File: src/hpcp_pkg.sv
// hpcp_pkg: constants shared by both ends of the host packet command port.
// assumes both ends run on the same 25 MHz reference clock.
package hpcp_pkg;
   // ==========================================================
   // port window offsets (word addresses on the host side)
   localparam logic [1:0] ADDR_DATA = 2'h0;
   localparam logic [1:0] ADDR_CSR = 2'h1;
   localparam logic [1:0] ADDR_MOTION = 2'h2;
   // ==========================================================
   // communications status bit positions
   localparam int CSR_READY_RX_BIT = 0;
   localparam int CSR_RTS_BIT = 1;
   localparam int CSR_PERR_BIT = 2;
   localparam int CSR_EMSG_BIT = 3;
   // ==========================================================
   // depths, widths and packet framing
   localparam int WORD_W = 16;
   localparam int PTR_W = 5;
   localparam int CMD_DEPTH = 16;
   localparam int RET_DEPTH = 26;
   localparam int ERR_DEPTH = 30;
   localparam int MAX_WORDS = 4;
   localparam int NUM_AXES = 6;
   localparam int CNT_W = 3;
   localparam logic [7:0] PKT_ID_TAG = 8'hA5;
   localparam logic [15:0] PKT_TERM_WORD = 16'h5AFF;
   localparam int STORE_FLAG_BIT = 15;
   localparam logic [7:0] ERR_ID_RETURN = 8'h00;
   localparam logic [3:0] ERR_RES_NONE = 4'h0;
   localparam logic [3:0] ERR_CODE_RET_FULL = 4'hF;
   localparam logic [WORD_W-1:0] WORD_ZERO = 16'h0000;
endpackage : hpcp_pkg

File: src/hpcp_if.sv
// hpcp_if: the host I/O window between the host end and the board end.
// assumes one shared clock; read data is returned one cycle after the strobe.
`timescale 1ns/1ns
interface hpcp_if;
   logic [1:0] addr;
   logic wr;
   logic rd;
   logic [15:0] wdata;
   logic [15:0] rdata;
   modport device (input addr, input wr, input rd, input wdata, output rdata);
   modport host (output addr, output wr, output rd, output wdata, input rdata);
endinterface : hpcp_if

File: src/hpcp_device.sv
// hpcp_device: board end of the host packet port, with packet checker,
// command FIFO, return FIFO and error stack.
// assumes the onboard processor and the axis flags share I_REF_CLK.
`timescale 1ns/1ns
// Summary of operation
// - data port writes commands, reads return data
// - two read-only status registers at offsets
// - motion status read live, unbuffered
// - packets: identifier, content, terminator
// - host checks ready-to-receive before each word
// - format errors set packet error immediately
// - only clean complete packets enter FIFO
// - command FIFO holds sixteen commands
// - full FIFO drops ready-to-receive; host waits
// - each command flagged execute or store
// - data and sequence errors set error message
// - return FIFO twenty-six words deep
// - ready-to-send while return data present
// - return packets stay queued in order
// - return overflow raises error message
// - execution errors pushed onto LIFO stack
// - execution errors never touch packet error
// - error entries returned newest first
// - stack holds thirty; extra errors dropped
module hpcp_device #(
   parameter int CMD_DEPTH = hpcp_pkg::CMD_DEPTH,
   parameter int RET_DEPTH = hpcp_pkg::RET_DEPTH,
   parameter int ERR_DEPTH = hpcp_pkg::ERR_DEPTH,
   parameter int MAX_WORDS = hpcp_pkg::MAX_WORDS,
   parameter int NUM_AXES = hpcp_pkg::NUM_AXES
) (
   input wire logic I_REF_CLK,
   input wire logic I_RESET,
   hpcp_if.device bus,
   input wire logic [NUM_AXES-1:0] I_AXIS_DONE,
   output logic O_CMD_VALID,
   output logic [MAX_WORDS*16-1:0] O_CMD_WORDS,
   output logic [hpcp_pkg::CNT_W-1:0] O_CMD_COUNT,
   output logic O_CMD_STORE,
   input wire logic I_CMD_POP,
   input wire logic I_RET_VALID,
   input wire logic [15:0] I_RET_WORD,
   input wire logic I_ERR_VALID,
   input wire logic [7:0] I_ERR_CMD_ID,
   input wire logic [3:0] I_ERR_RES,
   input wire logic [3:0] I_ERR_CODE,
   input wire logic I_ERR_READ
);
   // ==========================================================
   // helpers
   function automatic logic [hpcp_pkg::PTR_W-1:0] ptr_inc(input logic [hpcp_pkg::PTR_W-1:0] p,
                                                         input int depth);
      ptr_inc = (p == hpcp_pkg::PTR_W'(depth - 1)) ? '0 : hpcp_pkg::PTR_W'(p + 1'b1);
   endfunction : ptr_inc

   typedef enum logic [1:0] {HPCP_RX_ID = 2'b00, HPCP_RX_BODY = 2'b01, HPCP_RX_TERM = 2'b11} hpcp_rx_e;
   localparam int CMD_AW = $clog2(CMD_DEPTH);   // command memories need fewer index bits than the pointers

   // ==========================================================
   // state
   hpcp_rx_e rx_reg, rx_next;
   logic [MAX_WORDS*16-1:0] asm_reg, asm_next;
   logic [hpcp_pkg::CNT_W-1:0] len_reg, len_next, idx_reg, idx_next;
   logic perr_reg, perr_next;
   logic [15:0] rdata_reg, rdata_next;
   logic [MAX_WORDS*16-1:0] cmd_mem [CMD_DEPTH];
   logic [hpcp_pkg::CNT_W-1:0] cmd_len_mem [CMD_DEPTH];
   logic [hpcp_pkg::PTR_W-1:0] cmd_wp_reg, cmd_wp_next, cmd_rp_reg, cmd_rp_next, cmd_lvl_reg, cmd_lvl_next;
   logic [15:0] ret_mem [RET_DEPTH];
   logic [hpcp_pkg::PTR_W-1:0] ret_wp_reg, ret_wp_next, ret_rp_reg, ret_rp_next, ret_lvl_reg, ret_lvl_next;
   logic [15:0] err_mem [ERR_DEPTH];
   logic [hpcp_pkg::PTR_W-1:0] sp_reg, sp_next;
   logic word_in, csr_read, fmt_err, cmd_push, cmd_pop, cmd_full;
   logic ret_push, ret_pop, ret_full, ret_ovf, err_pop, err_push, err_wr;
   logic [15:0] ret_word, err_word;
   logic [hpcp_pkg::PTR_W-1:0] err_addr;
   logic ready_to_receive_flag, rts, emsg;

   // ==========================================================
   // bus decode and status flags
   assign word_in = bus.wr && (bus.addr == hpcp_pkg::ADDR_DATA);
   assign csr_read = bus.rd && (bus.addr == hpcp_pkg::ADDR_CSR);
   assign cmd_full = (cmd_lvl_reg == hpcp_pkg::PTR_W'(CMD_DEPTH));
   assign ret_full = (ret_lvl_reg == hpcp_pkg::PTR_W'(RET_DEPTH));
   assign ready_to_receive_flag = !cmd_full;
   assign rts = (ret_lvl_reg != '0);
   assign emsg = (sp_reg != '0);
   assign bus.rdata = rdata_reg;

   // ==========================================================
   // packet receiver: framing check, then hand complete packets over
   always_comb begin
      rx_next = rx_reg;
      asm_next = asm_reg;
      len_next = len_reg;
      idx_next = idx_reg;
      fmt_err = 1'b0;
      cmd_push = 1'b0;
      if (word_in && !ready_to_receive_flag) begin
         fmt_err = 1'b1;                                             // a word pushed past a full FIFO is lost
         rx_next = HPCP_RX_ID;
      end else if (word_in) begin
         case (rx_reg)
            HPCP_RX_ID: begin
               if (bus.wdata[15:8] == hpcp_pkg::PKT_ID_TAG && bus.wdata[7:0] != 8'h00 &&
                   bus.wdata[7:0] <= 8'(MAX_WORDS)) begin
                  len_next = bus.wdata[hpcp_pkg::CNT_W-1:0];
                  idx_next = '0;
                  rx_next = HPCP_RX_BODY;
               end else begin
                  fmt_err = 1'b1;
               end
            end
            HPCP_RX_BODY: begin
               asm_next[idx_reg*16 +: 16] = bus.wdata;
               idx_next = hpcp_pkg::CNT_W'(idx_reg + 1'b1);
               if (idx_next == len_reg) begin
                  rx_next = HPCP_RX_TERM;
               end
            end
            HPCP_RX_TERM: begin
               if (bus.wdata == hpcp_pkg::PKT_TERM_WORD) begin
                  cmd_push = 1'b1;
               end else begin
                  fmt_err = 1'b1;
               end
               rx_next = HPCP_RX_ID;
            end
            default: begin
               rx_next = HPCP_RX_ID;
            end
         endcase
      end
      // set wins over the clear-on-read of the status register
      perr_next = (perr_reg && !csr_read) || fmt_err;
   end

   // ==========================================================
   // command FIFO bookkeeping
   assign cmd_pop = I_CMD_POP && (cmd_lvl_reg != '0);
   always_comb begin
      cmd_wp_next = cmd_push ? ptr_inc(cmd_wp_reg, CMD_DEPTH) : cmd_wp_reg;
      cmd_rp_next = cmd_pop ? ptr_inc(cmd_rp_reg, CMD_DEPTH) : cmd_rp_reg;
      cmd_lvl_next = cmd_lvl_reg;
      if (cmd_push && !cmd_pop) begin
         cmd_lvl_next = hpcp_pkg::PTR_W'(cmd_lvl_reg + 1'b1);
      end else if (!cmd_push && cmd_pop) begin
         cmd_lvl_next = hpcp_pkg::PTR_W'(cmd_lvl_reg - 1'b1);
      end
   end
   assign O_CMD_VALID = (cmd_lvl_reg != '0);
   assign O_CMD_WORDS = cmd_mem[CMD_AW'(cmd_rp_reg)];
   assign O_CMD_COUNT = cmd_len_mem[CMD_AW'(cmd_rp_reg)];
   assign O_CMD_STORE = O_CMD_WORDS[hpcp_pkg::STORE_FLAG_BIT];

   // ==========================================================
   // return FIFO: processor data first, error entries when the path is free
   always_comb begin
      ret_pop = bus.rd && (bus.addr == hpcp_pkg::ADDR_DATA) && rts;
      ret_ovf = I_RET_VALID && ret_full && !ret_pop;
      err_pop = I_ERR_READ && !I_RET_VALID && emsg && (!ret_full || ret_pop);
      ret_push = (I_RET_VALID && !ret_ovf) || err_pop;
      ret_word = I_RET_VALID ? I_RET_WORD : err_mem[hpcp_pkg::PTR_W'(sp_reg - 1'b1)];
      ret_wp_next = ret_push ? ptr_inc(ret_wp_reg, RET_DEPTH) : ret_wp_reg;
      ret_rp_next = ret_pop ? ptr_inc(ret_rp_reg, RET_DEPTH) : ret_rp_reg;
      ret_lvl_next = ret_lvl_reg;
      if (ret_push && !ret_pop) begin
         ret_lvl_next = hpcp_pkg::PTR_W'(ret_lvl_reg + 1'b1);
      end else if (!ret_push && ret_pop) begin
         ret_lvl_next = hpcp_pkg::PTR_W'(ret_lvl_reg - 1'b1);
      end
   end

   // ==========================================================
   // error stack: push, pop, or both (new entry replaces the popped top)
   always_comb begin
      err_push = I_ERR_VALID || ret_ovf;
      err_word = I_ERR_VALID ? {I_ERR_CMD_ID, I_ERR_RES, I_ERR_CODE}
                             : {hpcp_pkg::ERR_ID_RETURN, hpcp_pkg::ERR_RES_NONE, hpcp_pkg::ERR_CODE_RET_FULL};
      sp_next = sp_reg;
      err_wr = 1'b0;
      err_addr = sp_reg;
      if (err_push && err_pop) begin
         err_wr = 1'b1;
         err_addr = hpcp_pkg::PTR_W'(sp_reg - 1'b1);
      end else if (err_push && sp_reg != hpcp_pkg::PTR_W'(ERR_DEPTH)) begin
         err_wr = 1'b1;
         sp_next = hpcp_pkg::PTR_W'(sp_reg + 1'b1);
      end else if (err_pop) begin
         sp_next = hpcp_pkg::PTR_W'(sp_reg - 1'b1);
      end
   end

   // ==========================================================
   // read data: captured on the strobe, held otherwise
   always_comb begin
      rdata_next = rdata_reg;
      if (bus.rd) begin
         rdata_next = hpcp_pkg::WORD_ZERO;
         case (bus.addr)
            hpcp_pkg::ADDR_DATA: begin
               if (rts) begin
                  rdata_next = ret_mem[ret_rp_reg];
               end
            end
            hpcp_pkg::ADDR_CSR: begin
               rdata_next[hpcp_pkg::CSR_READY_RX_BIT] = ready_to_receive_flag;
               rdata_next[hpcp_pkg::CSR_RTS_BIT] = rts;
               rdata_next[hpcp_pkg::CSR_PERR_BIT] = perr_reg;
               rdata_next[hpcp_pkg::CSR_EMSG_BIT] = emsg;
            end
            hpcp_pkg::ADDR_MOTION: begin
               rdata_next[NUM_AXES-1:0] = I_AXIS_DONE;
            end
            default: begin
               rdata_next = hpcp_pkg::WORD_ZERO;
            end
         endcase
      end
   end

   // ==========================================================
   // registers
   always_ff @(posedge I_REF_CLK) begin
      if (I_RESET) begin
         rx_reg <= HPCP_RX_ID;
         asm_reg <= '0;
         len_reg <= '0;
         idx_reg <= '0;
         perr_reg <= 1'b0;
         rdata_reg <= hpcp_pkg::WORD_ZERO;
         cmd_wp_reg <= '0;
         cmd_rp_reg <= '0;
         cmd_lvl_reg <= '0;
         ret_wp_reg <= '0;
         ret_rp_reg <= '0;
         ret_lvl_reg <= '0;
         sp_reg <= '0;
      end else begin
         rx_reg <= rx_next;
         asm_reg <= asm_next;
         len_reg <= len_next;
         idx_reg <= idx_next;
         perr_reg <= perr_next;
         rdata_reg <= rdata_next;
         cmd_wp_reg <= cmd_wp_next;
         cmd_rp_reg <= cmd_rp_next;
         cmd_lvl_reg <= cmd_lvl_next;
         ret_wp_reg <= ret_wp_next;
         ret_rp_reg <= ret_rp_next;
         ret_lvl_reg <= ret_lvl_next;
         sp_reg <= sp_next;
      end
   end

   // memories carry no reset; only their pointers need one
   always_ff @(posedge I_REF_CLK) begin
      if (cmd_push) begin
         cmd_mem[CMD_AW'(cmd_wp_reg)] <= asm_reg;
         cmd_len_mem[CMD_AW'(cmd_wp_reg)] <= len_reg;
      end
      if (ret_push) begin
         ret_mem[ret_wp_reg] <= ret_word;
      end
      if (err_wr) begin
         err_mem[err_addr] <= err_word;
      end
   end
endmodule : hpcp_device

File: src/flat_wrapper.sv
// flat-port wrapper written by rule: the top's interface ports become plain ports
module hpcp_device_flat 
#(
   parameter int CMD_DEPTH = hpcp_pkg::CMD_DEPTH,
   parameter int RET_DEPTH = hpcp_pkg::RET_DEPTH,
   parameter int ERR_DEPTH = hpcp_pkg::ERR_DEPTH,
   parameter int MAX_WORDS = hpcp_pkg::MAX_WORDS,
   parameter int NUM_AXES = hpcp_pkg::NUM_AXES
)
  (I_REF_CLK, I_RESET, I_AXIS_DONE, O_CMD_VALID, O_CMD_WORDS, O_CMD_COUNT, O_CMD_STORE, I_CMD_POP, I_RET_VALID, I_RET_WORD, I_ERR_VALID, I_ERR_CMD_ID, I_ERR_RES, I_ERR_CODE, I_ERR_READ, bus_addr, bus_wr, bus_rd, bus_wdata, bus_rdata);
  hpcp_if bus_i ();
  input wire logic I_REF_CLK;
  input wire logic I_RESET;
  input wire logic [NUM_AXES-1:0] I_AXIS_DONE;
  output logic O_CMD_VALID;
  output logic [MAX_WORDS*16-1:0] O_CMD_WORDS;
  output logic [hpcp_pkg::CNT_W-1:0] O_CMD_COUNT;
  output logic O_CMD_STORE;
  input wire logic I_CMD_POP;
  input wire logic I_RET_VALID;
  input wire logic [15:0] I_RET_WORD;
  input wire logic I_ERR_VALID;
  input wire logic [7:0] I_ERR_CMD_ID;
  input wire logic [3:0] I_ERR_RES;
  input wire logic [3:0] I_ERR_CODE;
  input wire logic I_ERR_READ;
  input wire logic [$bits(bus_i.addr)-1:0] bus_addr;
  input wire logic [$bits(bus_i.wr)-1:0] bus_wr;
  input wire logic [$bits(bus_i.rd)-1:0] bus_rd;
  input wire logic [$bits(bus_i.wdata)-1:0] bus_wdata;
  output wire logic [$bits(bus_i.rdata)-1:0] bus_rdata;
  assign bus_i.addr = bus_addr;
  assign bus_i.wr = bus_wr;
  assign bus_i.rd = bus_rd;
  assign bus_i.wdata = bus_wdata;
  assign bus_rdata = bus_i.rdata;
  hpcp_device #(.CMD_DEPTH(CMD_DEPTH), .RET_DEPTH(RET_DEPTH), .ERR_DEPTH(ERR_DEPTH), .MAX_WORDS(MAX_WORDS), .NUM_AXES(NUM_AXES)) u_core (.I_REF_CLK(I_REF_CLK), .I_RESET(I_RESET), .bus(bus_i), .I_AXIS_DONE(I_AXIS_DONE), .O_CMD_VALID(O_CMD_VALID), .O_CMD_WORDS(O_CMD_WORDS), .O_CMD_COUNT(O_CMD_COUNT), .O_CMD_STORE(O_CMD_STORE), .I_CMD_POP(I_CMD_POP), .I_RET_VALID(I_RET_VALID), .I_RET_WORD(I_RET_WORD), .I_ERR_VALID(I_ERR_VALID), .I_ERR_CMD_ID(I_ERR_CMD_ID), .I_ERR_RES(I_ERR_RES), .I_ERR_CODE(I_ERR_CODE), .I_ERR_READ(I_ERR_READ));
endmodule
File: config.mk
export PLATFORM = sky130hd
export DESIGN_NAME = hpcp_device_flat
export DESIGN_NICKNAME = d
export VERILOG_FILES = /design/src/hpcp_pkg.sv /design/src/hpcp_if.sv /design/src/hpcp_device.sv /design/src/flat_wrapper.sv
export SDC_FILE = /design/constraint.sdc
export NUM_CORES = 2
export LEC_CHECK = 0
export BUFFER_PORTS_ARGS = -buffer_cell sky130_fd_sc_hd__buf_2
export CORE_MARGIN = 2
export CORE_UTILIZATION = 42
export CTS_BUF_LIST = sky130_fd_sc_hd__clkbuf_16
export CTS_CLUSTER_SIZE = 40
export DETAILED_ROUTE_END_ITERATION = 10
export GPL_ROUTABILITY_DRIVEN = 1
export HOLD_SLACK_MARGIN = 0.08
export REMOVE_ABC_BUFFERS = 1
export SLEW_MARGIN = 10
export SYNTH_ARGS = -nofsm -noshare
export SYNTH_HDL_FRONTEND = slang
export SYNTH_SLANG_ARGS = --single-unit
export TNS_END_PERCENT = 100
File: constraint.sdc
create_clock -name I_REF_CLK -period 7.8 [get_ports I_REF_CLK]
set_clock_uncertainty 0.1 [all_clocks]
set_input_delay 0.39 -clock I_REF_CLK [delete_from_list [all_inputs] [get_ports I_REF_CLK]]
set_output_delay 0.39 -clock I_REF_CLK [all_outputs]
set_load 0.01 [all_outputs]
==> results.cfg <==
[status]
status = complete, no violations

[floorplan]
start_util_pct = 42.2
die_height_um = 443
dieArea_um2 = 196000
core_area_um2 = 192000
rows = 161
io_pins = 149
die-width_um = 443

[placement]
globalplace.congestion = 0.780
post-place-ws_ns = 2.94
placed_cells = 6416
dpl-instance-area_um2 = 85100
io_buffer_count = 148
hpwl_um = 112000

[synthesis]
seq_area_frac_synth_pct = 76.3
synthFlopType = edfxtp_1
ys_types = 77
synth.area.top_cells = edfxtp_1, mux4_2, dfxtp_1, mux2i_1, nor2_1
synth_area_um2 = 80900
synth_common_cells = edfxtp_1, mux4_2, nor2_1
synth_warnings = 0
yosysMostFrequentCell = edfxtp_1
synth_area_leader_cell = edfxtp_1
avgSynthCellArea_um2 = 21.1
ys_ff_latch = 2101
syn_inst = 3832
synth_enable_flop_cells = 1968
yosysTopAreaCellShare_pct = 73.0
synthArstFlopShare_pct = 0

[global_routing]
grt-ovfl-total = 0
grt_pass1_vias = 40100
track_usage_pct = 20.1
grt_pass1_wl_um = 287000
antenna_found_initial = 4
grt_max_degree = 117

[power_and_ir_drop]
power_density_nw_per_um2 = 276
switching_share_pct = 24.0
power.total_mw = 25.5
ir_drop_mv = 0.222
p_int_mw = 19.4
combinationalPowerShare_pct = 9.9
p_leak_nw = 28.7
seqPwrFrac_pct = 51.0
clock_power_share_pct = 39.1
p_switching_mw = 6.12

[clocking]
clock_path_buffers = 3
root_buffer = clkbuf_16
numCtsBuffers = 212
clock-sinks = 2101
htreeDepth = 4
cts_tree = done
path_clk_slew_ns = 0.06
cts_setup_buffers = 0
clkLatencyLatePin_ns = 0.86

[flow_run]
drv_cap = 0

[timing]
fin_ws_ns = 2.91
finalSetupViolations = 0
tns_ns = 0
holdWs_ns = 0.176
fmax_mhz = 204
rsz0062_at_grt = false
finalCriticalPeriod_ns = 4.89
report.final.slew_viol_count = 0
final_hold_viol_count = 0
slew_headroom_pct = 15.4
tightest_slew_ns = 1.27
period_share_pct = 62.7

[layout]
area_delta_synth_final_pct = 14.1
fillers = 15600
stdcell_area_um2 = 92300
reg_top3 = u_core.cmd_mem: 1024 flops, u_core.err_mem: 480 flops, u_core.ret_mem: 416 flops
fin_nets = 4228
largest_reg_flops = 1024
layout-drive-gt1-share_pct = 27.4
layout.cells.non_filler = 6850
top_register = u_core.cmd_mem
final_util_pct = 48.1

[setup_path]
crit_chain = inv_1 > ha_1 > xnor2_2 > buf_4 > nor2_1 > o311ai_0 > and3_1
end_kind = flop
worst_r2r_endpoint = u_core.ret_mem[11][15]
reg2reg_depth = 7
reg2reg_from = u_core.sp_reg[0]
cp.buffers_inverters = 2
worst_path_max_delay_cell = dfxtp_4
cp.arrival_ns = 5.30
path_delay_family = simple AND/OR/NAND/NOR gates
critPathMaxStageDelay_ns = 0.97
r2r_slack_ns = 2.91
worst_ep_required_time_ns = 8.21
critPathLaunchType = flop
cp.depth = 7
path_max_fanout = 49
crit_type = reg -> reg

[min_path]
hold_end = u_core.err_mem[25][14]
worstHoldPathType = in -> reg
hp-start = I_ERR_CMD_ID[6]
whs_path_depth = 3

[drt]
routed_wl_um = 198000
vias_per_cell = 5.69
antenna_left = 0
drc_errors = 0
post_drt_wl_per_cell_um = 28.9
initialDrtViolationCount = 3891
via_count = 39000
dr.pass1.iters = 5
placed cells by master, fill, tap and decap left out, types with 29 or more instances in the layout:
master and instances:
a21oi_1 70, buf_2 147, buf_4 104, clkbuf_16 214, clkinv_1 49, clkinv_2 40, dfxtp_1 125, dlygate4sd3_1 29
edfxtp_1 1968, inv_1 97, mux2i_1 82, mux4_2 554, nand2_1 196, nand3_1 46, nor2_1 175
logic make-up after synthesis:
logic type                 count (synthesis)  synth area share, %
xor gates and xnor gates                  29                0.314
AOI/OAI and AO/OA                        207                 1.78
buffers and inverters                    247                 1.33
muxes                                    641                 16.5
and+or+nand+nor                          576                 3.25
DFF                                     2101                 76.3
adders and majority gates                 31                0.498
worst min-delay path, delay by kind of cell:
family / cells / cell delay, ns
simple gates: 1 / 0.14
buf+inv: 2 / 0.32
what timing repair did:
action	4_1_cts	5_1_grt
gates resized for setup	0	0
hold buffers	29	0
hold endpoints to repair	84	0
setup endpoints to repair	0	0
worst max path at each step:
stage                          start                endpoint
floorplan                       flop             O_CMD_STORE
global placement    u_core.sp_reg[0]  u_core.ret_mem[10][15]
detailed placement  u_core.sp_reg[0]  u_core.ret_mem[13][15]
CTS                 u_core.sp_reg[0]  u_core.ret_mem[11][15]
global route        u_core.sp_reg[0]   u_core.ret_mem[9][15]
finish              u_core.sp_reg[0]  u_core.ret_mem[11][15]
per-layer routing:
layer	GRT usage, %	up-vias	share of wire [%]
met2	34.3	1192	51
met3	2.83	215	5.4
met4	4.60	0	1.8
li1	-	16400	-
met1	27.6	21100	41
met5	0	-	0
area by class of cell:
class | count | area [um2] | share of cell area (%)
Tap cell | 2526 | 3160 | 3.42
Timing Repair Buffer | 289 | 1990 | 2.15
Clock buffer | 214 | 5360 | 5.80
Inverter | 45 | 169 | 0.183
Multi-Input combinational cell | 1484 | 18300 | 19.8
Sequential cell | 2101 | 61800 | 66.9
Clock inverter | 188 | 1550 | 1.68
Antenna cell | 3 | 7.51 | 0.00813
power by group through the flow:
stage | sequential, mW | clock (mW) | combinational [mW]
floorplan | 13.2 | 0 | 1.68
global placement | 13.2 | 0 | 2.49
detailed placement | 13.2 | 0 | 2.53
CTS | 13.0 | 10.2 | 2.55
global route | 13.0 | 10.6 | 2.71
finish | 13.0 | 9.97 | 2.52
(Power assumes the default switching activity.)
